**src/hdl/cbc_pkg.sv**
```systemverilog
// Constants shared by the processor bus cycle controller.
// Assumes one core clock; each bus clock state spans two core clocks.
package cbc_pkg;
  // Machine cycle kinds requested by the core
  localparam logic [2:0] KIND_FETCH = 3'h0;
  localparam logic [2:0] KIND_MEM_RD = 3'h1;
  localparam logic [2:0] KIND_MEM_WR = 3'h2;
  localparam logic [2:0] KIND_IO_RD = 3'h3;
  localparam logic [2:0] KIND_IO_WR = 3'h4;
  localparam logic [2:0] KIND_INTA = 3'h5;
  // Interrupt modes
  localparam logic [1:0] IM_0 = 2'h0;
  localparam logic [1:0] IM_1 = 2'h1;
  localparam logic [1:0] IM_2 = 2'h2;
  // Service notices to the core
  localparam logic [1:0] SVC_NMI = 2'h0;
  localparam logic [1:0] SVC_MODE0 = 2'h1;
  localparam logic [1:0] SVC_MODE1 = 2'h2;
  localparam logic [1:0] SVC_MODE2 = 2'h3;
  // Fixed restart addresses
  localparam logic [15:0] NMI_ADDR = 16'h0066;
  localparam logic [15:0] MODE1_ADDR = 16'h0038;
  // Automatic wait states
  localparam logic [1:0] IO_AUTO_WAITS = 2'h1;
  localparam logic [1:0] INTA_AUTO_WAITS = 2'h2;
  localparam logic [1:0] NO_AUTO_WAITS = 2'h0;
  // Refresh counter width and reset values
  localparam int REFRESH_W = 7;
  localparam logic [15:0] PC_RESET = 16'h0000;
  localparam logic [7:0] IVEC_RESET = 8'h00;
  localparam logic [6:0] REFRESH_CYCLE_N_RESET = 7'h00;
  // Bus controller states
  typedef enum logic [2:0] {
    ST_IDLE, ST_T1, ST_T2, ST_TW, ST_T3, ST_T4, ST_FLOAT, ST_GRANT
  } cbc_state_t;
endpackage : cbc_pkg

```
**src/hdl/cbc_bus_cycle_control.sv**
```systemverilog
// Bus interface and machine cycle control of an 8-bit processor.
// Assumes all inputs synchronous to core_clk; pins are split into
// value, output enable and input; the bench resolves the wires.
`timescale 1ns/1ps
module cbc_bus_cycle_control #(
  parameter int ADDR_W = 16,
  parameter int DATA_W = 8
) (
  input wire logic core_clk,
  input wire logic reset,
  // Core side
  input wire logic cyc_req,
  input wire logic [2:0] cyc_kind,
  input wire logic [ADDR_W-1:0] cyc_addr,
  input wire logic [DATA_W-1:0] cyc_wdata,
  input wire logic cyc_last,
  input wire logic halt_req,
  output logic cyc_ready,
  output logic cyc_done,
  output logic [DATA_W-1:0] cyc_rdata,
  input wire logic pc_load,
  input wire logic [ADDR_W-1:0] pc_value,
  output logic [ADDR_W-1:0] pc_out,
  input wire logic ei_set,
  input wire logic di_clear,
  input wire logic im_write,
  input wire logic [1:0] im_value,
  input wire logic ivec_write,
  input wire logic [7:0] ivec_value,
  output logic irq_enable_flag,
  output logic svc_valid,
  output logic [1:0] svc_kind,
  output logic [ADDR_W-1:0] svc_data,
  // Processor pins
  output logic [ADDR_W-1:0] addr_out,
  output logic addr_oe,
  output logic [DATA_W-1:0] data_out,
  output logic data_oe,
  input wire logic [DATA_W-1:0] data_in,
  output logic ctrl_oe,
  output logic opcode_fetch_cycle_n,
  output logic memory_request_n,
  output logic io_request_n,
  output logic read_n,
  output logic write_n,
  output logic refresh_cycle_n,
  output logic halt_n,
  output logic bus_grant_out_n,
  input wire logic wait_n,
  input wire logic int_n,
  input wire logic nmi_n,
  input wire logic bus_request_in_n
);
  generate
    if (ADDR_W != 16 || DATA_W != 8) begin : g_bad_width
      $error("cbc_bus_cycle_control serves 16-bit address, 8-bit data");
    end
  endgenerate

  // Automatic wait states per cycle kind
  function automatic logic [1:0] auto_waits(input logic [2:0] k);
    if (k == cbc_pkg::KIND_IO_RD || k == cbc_pkg::KIND_IO_WR) begin
      return cbc_pkg::IO_AUTO_WAITS;
    end else if (k == cbc_pkg::KIND_INTA) begin
      return cbc_pkg::INTA_AUTO_WAITS;
    end
    return cbc_pkg::NO_AUTO_WAITS;
  endfunction : auto_waits

  function automatic logic fetch_like(input logic [2:0] k);
    return k == cbc_pkg::KIND_FETCH || k == cbc_pkg::KIND_INTA;
  endfunction : fetch_like

  cbc_pkg::cbc_state_t state_reg, state_next;
  logic phase_reg, phase_next;
  logic [2:0] kind_reg, kind_next;
  logic [ADDR_W-1:0] addr_hold_reg, addr_hold_next;
  logic [DATA_W-1:0] wdata_reg, wdata_next, rdata_next;
  logic last_reg, last_next, halt_after_reg, halt_after_next;
  logic own_reg, own_next;
  logic [1:0] auto_reg, auto_next, im_reg, im_next;
  logic [ADDR_W-1:0] pc_next;
  logic [cbc_pkg::REFRESH_W-1:0] refresh_cycle_n_reg, refresh_cycle_n_next;
  logic [7:0] ivec_reg, ivec_next;
  logic iff_next, halted_reg, halted_next;
  logic inta_pend_reg, inta_pend_next, nmi_pend_reg, nmi_pend_next;
  logic nmi_prev_reg, nmi_prev_next;
  logic done_next, ready_next, svc_valid_next, finish;
  logic [1:0] svc_kind_next;
  logic [ADDR_W-1:0] svc_data_next;

  // Cycle sequencing, interrupts, halt and bus hand-over
  always_comb begin
    state_next = state_reg;
    phase_next = phase_reg;
    kind_next = kind_reg;
    addr_hold_next = addr_hold_reg;
    wdata_next = wdata_reg;
    rdata_next = cyc_rdata;
    last_next = last_reg;
    halt_after_next = halt_after_reg;
    own_next = own_reg;
    auto_next = auto_reg;
    pc_next = pc_out;
    refresh_cycle_n_next = refresh_cycle_n_reg;
    iff_next = irq_enable_flag;
    im_next = im_reg;
    ivec_next = ivec_reg;
    halted_next = halted_reg;
    inta_pend_next = inta_pend_reg;
    nmi_pend_next = nmi_pend_reg;
    nmi_prev_next = nmi_n;
    done_next = 1'b0;
    svc_valid_next = 1'b0;
    svc_kind_next = svc_kind;
    svc_data_next = svc_data;
    finish = 1'b0;
    // Software controls
    if (ei_set) iff_next = 1'b1;
    if (di_clear) iff_next = 1'b0;
    if (im_write) im_next = im_value;
    if (ivec_write) ivec_next = ivec_value;
    unique case (state_reg)
      cbc_pkg::ST_IDLE: begin
        if (inta_pend_reg) begin
          state_next = cbc_pkg::ST_T1;
          kind_next = cbc_pkg::KIND_INTA;
          addr_hold_next = pc_out;
          own_next = 1'b0;
          inta_pend_next = 1'b0;
        end else if (halted_reg) begin
          state_next = cbc_pkg::ST_T1;
          kind_next = cbc_pkg::KIND_FETCH;
          addr_hold_next = pc_out;
          own_next = 1'b0;
        end else if (cyc_req && cyc_ready) begin
          state_next = cbc_pkg::ST_T1;
          kind_next = cyc_kind;
          addr_hold_next = (cyc_kind == cbc_pkg::KIND_FETCH) ?
                           pc_out : cyc_addr;
          wdata_next = cyc_wdata;
          last_next = cyc_last;
          halt_after_next = halt_req;
          own_next = 1'b1;
        end else if (!bus_request_in_n) begin
          state_next = cbc_pkg::ST_FLOAT;
        end
        phase_next = 1'b0;
      end
      cbc_pkg::ST_T1: begin
        phase_next = ~phase_reg;
        if (phase_reg) begin
          state_next = cbc_pkg::ST_T2;
          auto_next = auto_waits(kind_reg);
        end
      end
      cbc_pkg::ST_T2, cbc_pkg::ST_TW: begin
        phase_next = ~phase_reg;
        if (phase_reg) begin
          if (auto_reg != 2'h0) begin
            state_next = cbc_pkg::ST_TW;
            auto_next = auto_reg - 2'h1;
          end else if (!wait_n) begin
            state_next = cbc_pkg::ST_TW;
          end else begin
            state_next = cbc_pkg::ST_T3;
            if (fetch_like(kind_reg)) rdata_next = data_in;
          end
        end
      end
      cbc_pkg::ST_T3: begin
        phase_next = ~phase_reg;
        if (phase_reg) begin
          if (fetch_like(kind_reg)) begin
            state_next = cbc_pkg::ST_T4;
          end else begin
            finish = 1'b1;
            if (kind_reg == cbc_pkg::KIND_MEM_RD ||
                kind_reg == cbc_pkg::KIND_IO_RD) rdata_next = data_in;
          end
        end
      end
      cbc_pkg::ST_T4: begin
        phase_next = ~phase_reg;
        if (phase_reg) finish = 1'b1;
      end
      cbc_pkg::ST_FLOAT: state_next = cbc_pkg::ST_GRANT;
      cbc_pkg::ST_GRANT: begin
        if (bus_request_in_n) state_next = cbc_pkg::ST_IDLE;
      end
    endcase
    // End of machine cycle
    if (finish) begin
      phase_next = 1'b0;
      state_next = bus_request_in_n ? cbc_pkg::ST_IDLE :
                   cbc_pkg::ST_FLOAT;
      done_next = own_reg;
      if (fetch_like(kind_reg)) refresh_cycle_n_next = refresh_cycle_n_reg + 7'h01;
      if (kind_reg == cbc_pkg::KIND_FETCH && !halted_reg) begin
        pc_next = pc_out + 16'h0001;
      end
      if (kind_reg == cbc_pkg::KIND_INTA) begin
        svc_valid_next = 1'b1;
        if (im_reg == cbc_pkg::IM_2) begin
          svc_kind_next = cbc_pkg::SVC_MODE2;
          svc_data_next = {ivec_reg, cyc_rdata};
        end else if (im_reg == cbc_pkg::IM_1) begin
          svc_kind_next = cbc_pkg::SVC_MODE1;
          svc_data_next = cbc_pkg::MODE1_ADDR;
        end else begin
          svc_kind_next = cbc_pkg::SVC_MODE0;
          svc_data_next = {8'h00, cyc_rdata};
        end
      end else if ((own_reg && last_reg) || halted_reg) begin
        // Instruction boundary: NMI first, then enabled maskable
        if (nmi_pend_reg) begin
          nmi_pend_next = 1'b0;
          iff_next = 1'b0;
          halted_next = 1'b0;
          pc_next = cbc_pkg::NMI_ADDR;
          svc_valid_next = 1'b1;
          svc_kind_next = cbc_pkg::SVC_NMI;
          svc_data_next = cbc_pkg::NMI_ADDR;
        end else if (!int_n && irq_enable_flag) begin
          inta_pend_next = 1'b1;
          iff_next = 1'b0;
          halted_next = 1'b0;
        end else if (own_reg && halt_after_reg) begin
          halted_next = 1'b1;
        end
      end
    end
    if (pc_load) pc_next = pc_value;
    // Falling NMI edge is remembered; set beats clear
    if (nmi_prev_reg && !nmi_n) nmi_pend_next = 1'b1;
    ready_next = state_next == cbc_pkg::ST_IDLE && !halted_next &&
                 !inta_pend_next;
  end

  always_ff @(posedge core_clk or posedge reset) begin
    if (reset) begin
      state_reg <= cbc_pkg::ST_IDLE;
      phase_reg <= 1'b0;
      kind_reg <= cbc_pkg::KIND_FETCH;
      addr_hold_reg <= cbc_pkg::PC_RESET;
      wdata_reg <= 8'h00;
      cyc_rdata <= 8'h00;
      last_reg <= 1'b0;
      halt_after_reg <= 1'b0;
      own_reg <= 1'b0;
      auto_reg <= cbc_pkg::NO_AUTO_WAITS;
      pc_out <= cbc_pkg::PC_RESET;
      refresh_cycle_n_reg <= cbc_pkg::REFRESH_CYCLE_N_RESET;
      irq_enable_flag <= 1'b0;
      im_reg <= cbc_pkg::IM_0;
      ivec_reg <= cbc_pkg::IVEC_RESET;
      halted_reg <= 1'b0;
      inta_pend_reg <= 1'b0;
      nmi_pend_reg <= 1'b0;
      nmi_prev_reg <= 1'b1;
      cyc_done <= 1'b0;
      cyc_ready <= 1'b0;
      svc_valid <= 1'b0;
      svc_kind <= cbc_pkg::SVC_NMI;
      svc_data <= cbc_pkg::PC_RESET;
    end else begin
      state_reg <= state_next;
      phase_reg <= phase_next;
      kind_reg <= kind_next;
      addr_hold_reg <= addr_hold_next;
      wdata_reg <= wdata_next;
      cyc_rdata <= rdata_next;
      last_reg <= last_next;
      halt_after_reg <= halt_after_next;
      own_reg <= own_next;
      auto_reg <= auto_next;
      pc_out <= pc_next;
      refresh_cycle_n_reg <= refresh_cycle_n_next;
      irq_enable_flag <= iff_next;
      im_reg <= im_next;
      ivec_reg <= ivec_next;
      halted_reg <= halted_next;
      inta_pend_reg <= inta_pend_next;
      nmi_pend_reg <= nmi_pend_next;
      nmi_prev_reg <= nmi_prev_next;
      cyc_done <= done_next;
      cyc_ready <= ready_next;
      svc_valid <= svc_valid_next;
      svc_kind <= svc_kind_next;
      svc_data <= svc_data_next;
    end
  end

  // Pin values decoded from the coming state, so pins leave flip-flops
  logic [ADDR_W-1:0] addr_pin_next;
  logic addr_oe_next, data_oe_next, ctrl_oe_next, m1_n_next, memory_request_n_n_next;
  logic io_request_n_n_next, rd_n_next, wr_n_next, refresh_cycle_n_n_next;
  always_comb begin
    logic in_cyc, early, mid, wr_k;
    in_cyc = state_next inside {cbc_pkg::ST_T1, cbc_pkg::ST_T2,
      cbc_pkg::ST_TW, cbc_pkg::ST_T3, cbc_pkg::ST_T4};
    early = (state_next == cbc_pkg::ST_T1 && phase_next) ||
            state_next == cbc_pkg::ST_T2 || state_next == cbc_pkg::ST_TW;
    mid = state_next == cbc_pkg::ST_T2 || state_next == cbc_pkg::ST_TW;
    wr_k = kind_next == cbc_pkg::KIND_MEM_WR ||
           kind_next == cbc_pkg::KIND_IO_WR;
    addr_oe_next = in_cyc;
    addr_pin_next = addr_hold_next;
    if (kind_next == cbc_pkg::KIND_FETCH &&
        (state_next == cbc_pkg::ST_T3 || state_next == cbc_pkg::ST_T4)) begin
      addr_pin_next = {ivec_next, 1'b0, refresh_cycle_n_next};
    end
    ctrl_oe_next = !(state_next == cbc_pkg::ST_FLOAT ||
                     state_next == cbc_pkg::ST_GRANT);
    m1_n_next = !(in_cyc && fetch_like(kind_next));
    // Memory request half a state after address; refresh request from mid-T3 to mid-T4, without read strobe
    memory_request_n_n_next = !((kind_next == cbc_pkg::KIND_FETCH && early) ||
      (kind_next == cbc_pkg::KIND_FETCH &&
       ((state_next == cbc_pkg::ST_T3 && phase_next) ||
        (state_next == cbc_pkg::ST_T4 && !phase_next))) ||
      ((kind_next == cbc_pkg::KIND_MEM_RD || kind_next == cbc_pkg::KIND_MEM_WR)
       && (early || state_next == cbc_pkg::ST_T3)));
    io_request_n_n_next = !(((kind_next == cbc_pkg::KIND_IO_RD ||
                      kind_next == cbc_pkg::KIND_IO_WR) &&
                     (mid || state_next == cbc_pkg::ST_T3)) ||
                    (kind_next == cbc_pkg::KIND_INTA &&
                     state_next == cbc_pkg::ST_TW));
    rd_n_next = !((kind_next == cbc_pkg::KIND_FETCH && early) ||
      (kind_next == cbc_pkg::KIND_MEM_RD &&
       (early || state_next == cbc_pkg::ST_T3)) ||
      (kind_next == cbc_pkg::KIND_IO_RD &&
       (mid || state_next == cbc_pkg::ST_T3)));
    wr_n_next = !(wr_k && (mid ||
      (state_next == cbc_pkg::ST_T3 && !phase_next)));
    data_oe_next = wr_k && (early || state_next == cbc_pkg::ST_T3);
    refresh_cycle_n_n_next = !(kind_next == cbc_pkg::KIND_FETCH &&
      (state_next == cbc_pkg::ST_T3 || state_next == cbc_pkg::ST_T4));
  end

  // Pin registers; reset floats buses and idles controls
  always_ff @(posedge core_clk or posedge reset) begin
    if (reset) begin
      addr_out <= 16'h0000;
      addr_oe <= 1'b0;
      data_out <= 8'h00;
      data_oe <= 1'b0;
      ctrl_oe <= 1'b1;
      opcode_fetch_cycle_n <= 1'b1;
      memory_request_n <= 1'b1;
      io_request_n <= 1'b1;
      read_n <= 1'b1;
      write_n <= 1'b1;
      refresh_cycle_n <= 1'b1;
      halt_n <= 1'b1;
      bus_grant_out_n <= 1'b1;
    end else begin
      addr_out <= addr_pin_next;
      addr_oe <= addr_oe_next;
      data_out <= wdata_next;
      data_oe <= data_oe_next;
      ctrl_oe <= ctrl_oe_next;
      opcode_fetch_cycle_n <= m1_n_next;
      memory_request_n <= memory_request_n_n_next;
      io_request_n <= io_request_n_n_next;
      read_n <= rd_n_next;
      write_n <= wr_n_next;
      refresh_cycle_n <= refresh_cycle_n_n_next;
      halt_n <= !halted_next;
      bus_grant_out_n <= !(state_next == cbc_pkg::ST_GRANT);
    end
  end
endmodule : cbc_bus_cycle_control

```
**config.mk**
```make
export PLATFORM = sky130hd
export DESIGN_NAME = cbc_bus_cycle_control
export DESIGN_NICKNAME = d
export VERILOG_FILES = /design/src/hdl/cbc_pkg.sv /design/src/hdl/cbc_bus_cycle_control.sv
export SDC_FILE = /design/constraint.sdc
export NUM_CORES = 1
export LEC_CHECK = 0
export BUFFER_PORTS_ARGS = -buffer_cell sky130_fd_sc_hd__buf_2
export CORE_MARGIN = 10
export CORE_UTILIZATION = 45
export DETAILED_ROUTE_END_ITERATION = 6
export GPL_TIMING_DRIVEN = 0
export HOLD_SLACK_MARGIN = 0.03
export PLACE_DENSITY = 0.7
export REMOVE_ABC_BUFFERS = 1
export SLEW_MARGIN = 25
export SYNTH_ARGS = -nofsm -noshare
export SYNTH_HDL_FRONTEND = slang
export SYNTH_SLANG_ARGS = --single-unit
```
**constraint.sdc**
```tcl
create_clock -name core_clk -period 11.93 [get_ports core_clk]
set_input_delay 2.386 -clock core_clk [delete_from_list [all_inputs] [get_ports core_clk]]
set_output_delay 2.386 -clock core_clk [all_outputs]
set_load 0.1 [all_outputs]
```
==> run_results.csv, run 1 <==
group,metric,value,unit
die,io_pins,156,
die,core-area,12770,µm²
routing,num_vias,4781,
power,peakVddDrop,0.2034,mV
global_route,antenna_found_initial,1,
cells_and_area,fin_cells,887,
cts,clk-insertion-delay-late,420,ps
timing,fin_ws,7699,ps
global_route,grt_start_max_net_pins,71,
outcome,outcome,"finished with violations",
hold_path,hp-class,"reg2reg",
routing,drt_pass1_iterations,7,
power,power_frac_clock,0.205,
job,maxCapViolations,0,
cells_and_area,final_area,7417,µm²
placed_design,dp_worst_setup_slack,7245,ps
synth,synthArstFlopShare,1.000,
cts,ctsHoldBuffers,0,
timing,fmax,0.2363,GHz
synth,synth_top_cell_by_area,"dfrtp_1",
setup_path,end_kind,"flop",
synth,ys_seq_area_frac,0.5511,
cts,cts_resized,0,
synth,syn_inst,550,
timing,drv_slew,0,
synth,synth_top_cells_by_count,"dfrtp_1 (120), nand2_1 (84), o21ai_0 (39)",
cts,clockBufferDepth,2,
power,swShare,0.5251,
setup_path,crit_slowest_cell,"nor4_4",
die,die_width,134.8,µm
cells_and_area,drive_above_1_share,0.3524,
cts,htree_levels,4,
placed_design,dp_cells,855,
timing,hold_viol,0,
routing,drtIter0Drc,329,
placed_design,place_hpwl,11.80,mm
routing,detail-route-antenna-nets,0,
setup_path,path_buf_inv,2,
cells_and_area,diodes,0,
synth,synth_top_cell_area_share,0.5068,
global_route,grt.overflow.total,0,
setup_path,crit_family,"simple AND/OR/NAND/NOR gates",
setup_path,arrival,4540,ps
routing,wl,15.82,mm
routing,drc,3,
synth,ys_types,69,
cts,path_clk_slew,60,ps
power,p_leak,3.681,nW
routing,wl_per_cell,17.84,µm
timing,rsz0062_at_grt,"false",
global_route,grt_pass1_wl,25.62,mm
placed_design,routabilityCongestion,0.8777,
synth,ys.flop_type,"dfrtp_1",
synth,syn_avg_cell_area,10.77,µm²
timing,min_period,4231,ps
global_route,grt_pass1_vias,4988,
timing,setup_violations,0,
cts,post_cts_buffers,0,
die,row_count,41,
cells_and_area,final_util,0.5807,
synth,synth_edf_count,0,
setup_path,worst-setup-path-type,"in2reg",
cts,cts_tree,"yes",
die,initial_core_util,0.4639,
setup_path,cp_cell_sequence,"buf_2, nand4_1, o2bb2ai_2, nor4_4, buf_4, mux2_2",
die,die_y,134.8,µm
timing,finalCritPeriodShare,0.3547,
timing,worstMarginPinSlew,900.1,ps
timing,slew_headroom,0.3948,
setup_path,critical_path_required,12240,ps
setup_path,slowest_delay,530,ps
synth,netlist_area,5926,µm²
cells_and_area,fin_nets,782,
timing,setup_tns,0,ps
timing,timing.hold.ws,460.8,ps
global_route,grt_usage,0.1773,
power,p_int,1.128,mW
power,switchingPower,1.247,mW
die,die-area,18160,µm²
cts,cts_root_buf,"clkbuf_16",
cells_and_area,syn2layout_area_growth,25.17,%
synth,ys_ff_latch,130,
cts,cts_num_sinks,130,
placed_design,placed_area,6858,µm²
power,power_frac_comb,0.502,
timing,skew,8.812,ps
synth,synth.most_common_cell,"dfrtp_1",
power,pwr-share-seq,0.294,
cts,cts_buffers,17,
setup_path,start_kind,"primary input",
setup_path,critical_path.max_fanout,12,
outcome,violations,"design-rule violations",
power,p_per_area,320.1,nW/µm²
synth,synth_warnings,0,
placed_design,portBuffers,155,
synth,synth.area.top_cells,"dfrtp_1 (51%), mux2_2 (6.7%), nand2_1 (5.3%)",
routing,vias_per_cell,5.390,
power,p_total,2.374,mW
## worst reg2reg max path, stage by stage, from the launching register on
cell       delay [ps]
dfrtp_1           600
or3_1             590
a21o_4            350
o2bb2ai_2         280
nor4_4            530
buf_4             300
mux2_2            370
## placed cells by master (no fill, tap or decap), types with 3 or more instances in the layout
master and n:
clkinv_2 5, nor2_1 31, o211ai_1 3, clkbuf_8 3
nand4_1 10, nor3_1 8, o21ai_0 39, mux2_2 35
mux2i_1 16, a21oi_1 18, nand3_1 24, inv_1 14
buf_2 155, clkinv_4 3, dfrtp_1 120, xor2_1 6
and4b_1 3, nand2_1 84, ha_1 5, and2_1 5
clkbuf_1 3, o221a_2 4, clkbuf_16 17, mux2_1 8
xnor2_1 9, nand2b_1 8, o31ai_1 3, dfstp_2 10
a21o_1 4, nor2b_1 5
## final cells by class
type,count,area [µm²]
multi-input combinational,379,2491
clock inverter,9,81.33
clock buffer,23,478.0
tap,172,215.2
fill,1096,5356
timing repair buffer,158,818.3
inverter,16,67.56
sequential,130,3266
## power by group through the flow
stage / Clock, mW / Combinational [mW] / Sequential [mW]
after floorplan: 0 / 0.313 / 1.36
after global placement: 0 / 1.18 / 0.695
after detailed placement: 0 / 1.20 / 0.703
after CTS: 0.496 / 1.20 / 0.697
after global routing: 0.518 / 1.26 / 0.715
final: 0.486 / 1.19 / 0.698
## kinds of logic after synthesis
family / count (synthesis) / share of synthesized area
adder cells (fa/ha/maj): 5 / 0.01056
buffers and inverters: 41 / 0.02871
multiplexers: 59 / 0.1087
XOR/XNOR: 15 / 0.02217
flip-flops: 130 / 0.5511
AO/OA/AOI/OAI: 99 / 0.1104
AND/OR/NAND/NOR: 201 / 0.1683
## routing by layer
| metal | routed length, µm | part of all wire | track usage |
|---|---|---|---|
| met1 | 6771 | 0.43 | 0.2144 |
| met2 | 7541 | 0.48 | 0.2786 |
| met3 | 1312 | 0.083 | 0.06528 |
| met4 | 184 | 0.012 | 0.07497 |
| met5 | 13 | 0.00082 | 0 |
## final timing paths
path | start | end | slack, ps | depth (start not counted)
max | cyc_req | addr_out[4]$_DFF_PP0_ | 7700 | 6
min | svc_data[15]$_DFFE_PP0P_ | svc_data[15]$_DFFE_PP0P_ | 460 | 2
max reg2reg | state_reg[2]$_DFF_PP0_ | addr_out[4]$_DFF_PP0_ | 8780 | 6
min reg2reg | svc_data[15]$_DFFE_PP0P_ | svc_data[15]$_DFFE_PP0P_ | 460 | 2
max in group asynchronous | reset | refresh_cycle_n$_DFF_PP1_ | 9230 | 3
min in group asynchronous | reset | cyc_rdata[4]$_DFFE_PP0P_ | 1970 | 2
No activity file was read; power rests on OpenSTA's default activity.
==> inputs of run 2 (changes only) <==
--- a/config.mk
+++ b/config.mk
@@ -11,7 +11,7 @@
 export DETAILED_ROUTE_END_ITERATION = 6
 export GPL_TIMING_DRIVEN = 0
 export HOLD_SLACK_MARGIN = 0.03
-export PLACE_DENSITY = 0.7
+export PLACE_DENSITY = 0.73
 export REMOVE_ABC_BUFFERS = 1
 export SLEW_MARGIN = 25
 export SYNTH_ARGS = -nofsm -noshare
==> constraint.sdc (replaced) <==
create_clock -name core_clk -period 3.66 [get_ports core_clk]
set_input_delay 0.732 -clock core_clk [delete_from_list [all_inputs] [get_ports core_clk]]
set_output_delay 0.732 -clock core_clk [all_outputs]
set_load 0.1 [all_outputs]
==> run_results.csv, run 2 (synthesis gave the netlist of run 1 again) <==
group,metric,value,unit
outcome,outcome,"finished clean",
cts,clk-insertion-delay-late,420,ps
cells_and_area,final_cell_mix,"buf_2 (155), dfrtp_1 (120), nand2_1 (84), o21ai_0 (39), mux2_2 (35)",
routing,detail-route-antenna-nets,0,
cts,htree_levels,4,
routing,drc,0,
routing,wl_met1,6.607,mm
setup_path,rr_worst_depth,6,
timing,hold_viol,0,
cts,clockBufferDepth,2,
timing,timing.hold.ws,351.3,ps
die,die_y,134.8,µm
die,die-area,18160,µm²
timing,setup_tns,0,ps
placed_design,place_hpwl,11.91,mm
power,switchingPower,4.083,mW
cts,cts_resized,0,
cells_and_area,fin_nets,782,
routing,wl_per_cell,18.03,µm
hold_path,hp-class,"in2async",
setup_path,reg2reg_to,"addr_out[8]$_DFF_PP0_",
global_route,grt_pass1_vias,5087,
die,die_width,134.8,µm
placed_design,dp_cells,855,
routing,drtIter0Drc,357,
timing,drv_slew,0,
die,initial_core_util,0.4639,
timing,rsz0062_at_grt,"false",
cts,cts_tree,"yes",
timing,setup_violations,0,
timing,slew_headroom,0.4121,
setup_path,r2r_setup_slack,430,ps
setup_path,end_kind,"flop",
setup_path,worst-setup-path-type,"reg2reg",
timing,worstMarginPinSlew,875.9,ps
cells_and_area,final_util,0.5813,
power,p_total,7.774,mW
job,maxCapViolations,0,
cts,ctsHoldBuffers,0,
power,p_int,3.690,mW
power,power_frac_clock,0.206,
setup_path,r2r_start,"state_reg[2]$_DFF_PP0_",
global_route,grt_usage,0.1785,
cells_and_area,drive_above_1_share,0.3552,
cts,post_cts_buffers,0,
power,power_frac_comb,0.501,
cts,cts_buffers,17,
cts,cts_root_buf,"clkbuf_16",
timing,skew,4.929,ps
timing,fmax,0.3100,GHz
timing,min_period,3226,ps
die,core-area,12770,µm²
cells_and_area,diodes,0,
cells_and_area,syn2layout_area_growth,25.30,%
power,peakVddDrop,0.5271,mV
routing,wl_met3,1.195,mm
setup_path,start_kind,"flop",
cells_and_area,final_common_cell,"buf_2",
cells_and_area,fin_cells,887,
timing,finalCritPeriodShare,0.8814,
routing,drt_pass1_iterations,4,
setup_path,arrival,3520,ps
routing,topRoutingLayerUsed,"met5",
routing,vias_per_cell,5.400,
power,swShare,0.5253,
global_route,grt_pass1_wl,26.01,mm
routing,wl,16.00,mm
placed_design,portBuffers,155,
power,p_per_area,1047,nW/µm²
cts,cts_num_sinks,130,
global_route,grt.overflow.total,0,
setup_path,critical_path.max_fanout,34,
routing,num_vias,4790,
cts,path_clk_slew,50,ps
global_route,grt_start_max_net_pins,68,
power,p_leak,3.690,nW
setup_path,critical_path_required,3950,ps
placed_design,routabilityCongestion,0.8714,
die,row_count,41,
global_route,antenna_found_initial,1,
die,io_pins,156,
power,pwr-share-seq,0.293,
routing,wl_met2,7.933,mm
[run 2: cell count changes in the layout (fill, tap and decap cells not counted)]
cell      delta
clkinv_4     -1
clkinv_2     +2
clkbuf_8     +1
clkbuf_1     -2
[run 2: power by group through the flow]
| stage | clock network, mW | logic (mW) | registers [mW] |
|---|---|---|---|
| 2_1_floorplan | 0 | 1.02 | 4.42 |
| 6_report | 1.60 | 3.90 | 2.28 |
| 5_1_grt | 1.72 | 4.11 | 2.34 |
| 4_1_cts | 1.63 | 3.92 | 2.28 |
| 3_3_place_gp | 0 | 3.85 | 2.26 |
| 3_5_place_dp | 0 | 3.90 | 2.29 |
[run 2: per-stage QoR]
stage	worst slack, ps	area, µm²
2_1_floorplan	-524.8	5816
3_3_place_gp	-1880	6807
3_5_place_dp	478.3	6858
4_1_cts	459.8	7425
5_1_grt	282.9	7425
6_report	434.1	7425
[run 2: worst max path at each step]
stage | from | end | slack, ps | depth (start not counted)
global route | state_reg[2]$_DFF_PP0_ | addr_out[4]$_DFF_PP0_ | 280 | 6
detailed placement | state_reg[2]$_DFF_PP0_ | addr_out[4]$_DFF_PP0_ | 480 | 6
CTS | state_reg[2]$_DFF_PP0_ | addr_out[4]$_DFF_PP0_ | 460 | 6
global placement | reset | data_out[3]$_DFFE_PP0P_ | -1880 | 2
floorplan | reset | addr_hold_reg[0]$_DFF_PP0_ | -520 | 1
finish | state_reg[2]$_DFF_PP0_ | addr_out[8]$_DFF_PP0_ | 430 | 6
[run 2: layout make-up]
class,instances,area (µm²)
clock buffers,22,484.2
multi-input cells,379,2491
inverters,16,67.56
well taps,172,215.2
repair buffers,158,818.3
clock inverters,10,82.58
fillers,1102,5349
flip-flops and latches,130,3266
[run 2: worst max-delay path: stages, from the launching register on]
cell and delay (ps):
dfrtp_1 600, or3_1 590, a21o_4 360, o2bb2ai_2 290
nor4_4 620, buf_4 300, mux2_1 350
[run 2: per-layer routing]
metal / global-route usage / up-vias
li1: - / 2251
met1: 0.2078 / 2353
met2: 0.2993 / 163
met3: 0.05638 / 21
met4: 0.07013 / 2
met5: 0 / -
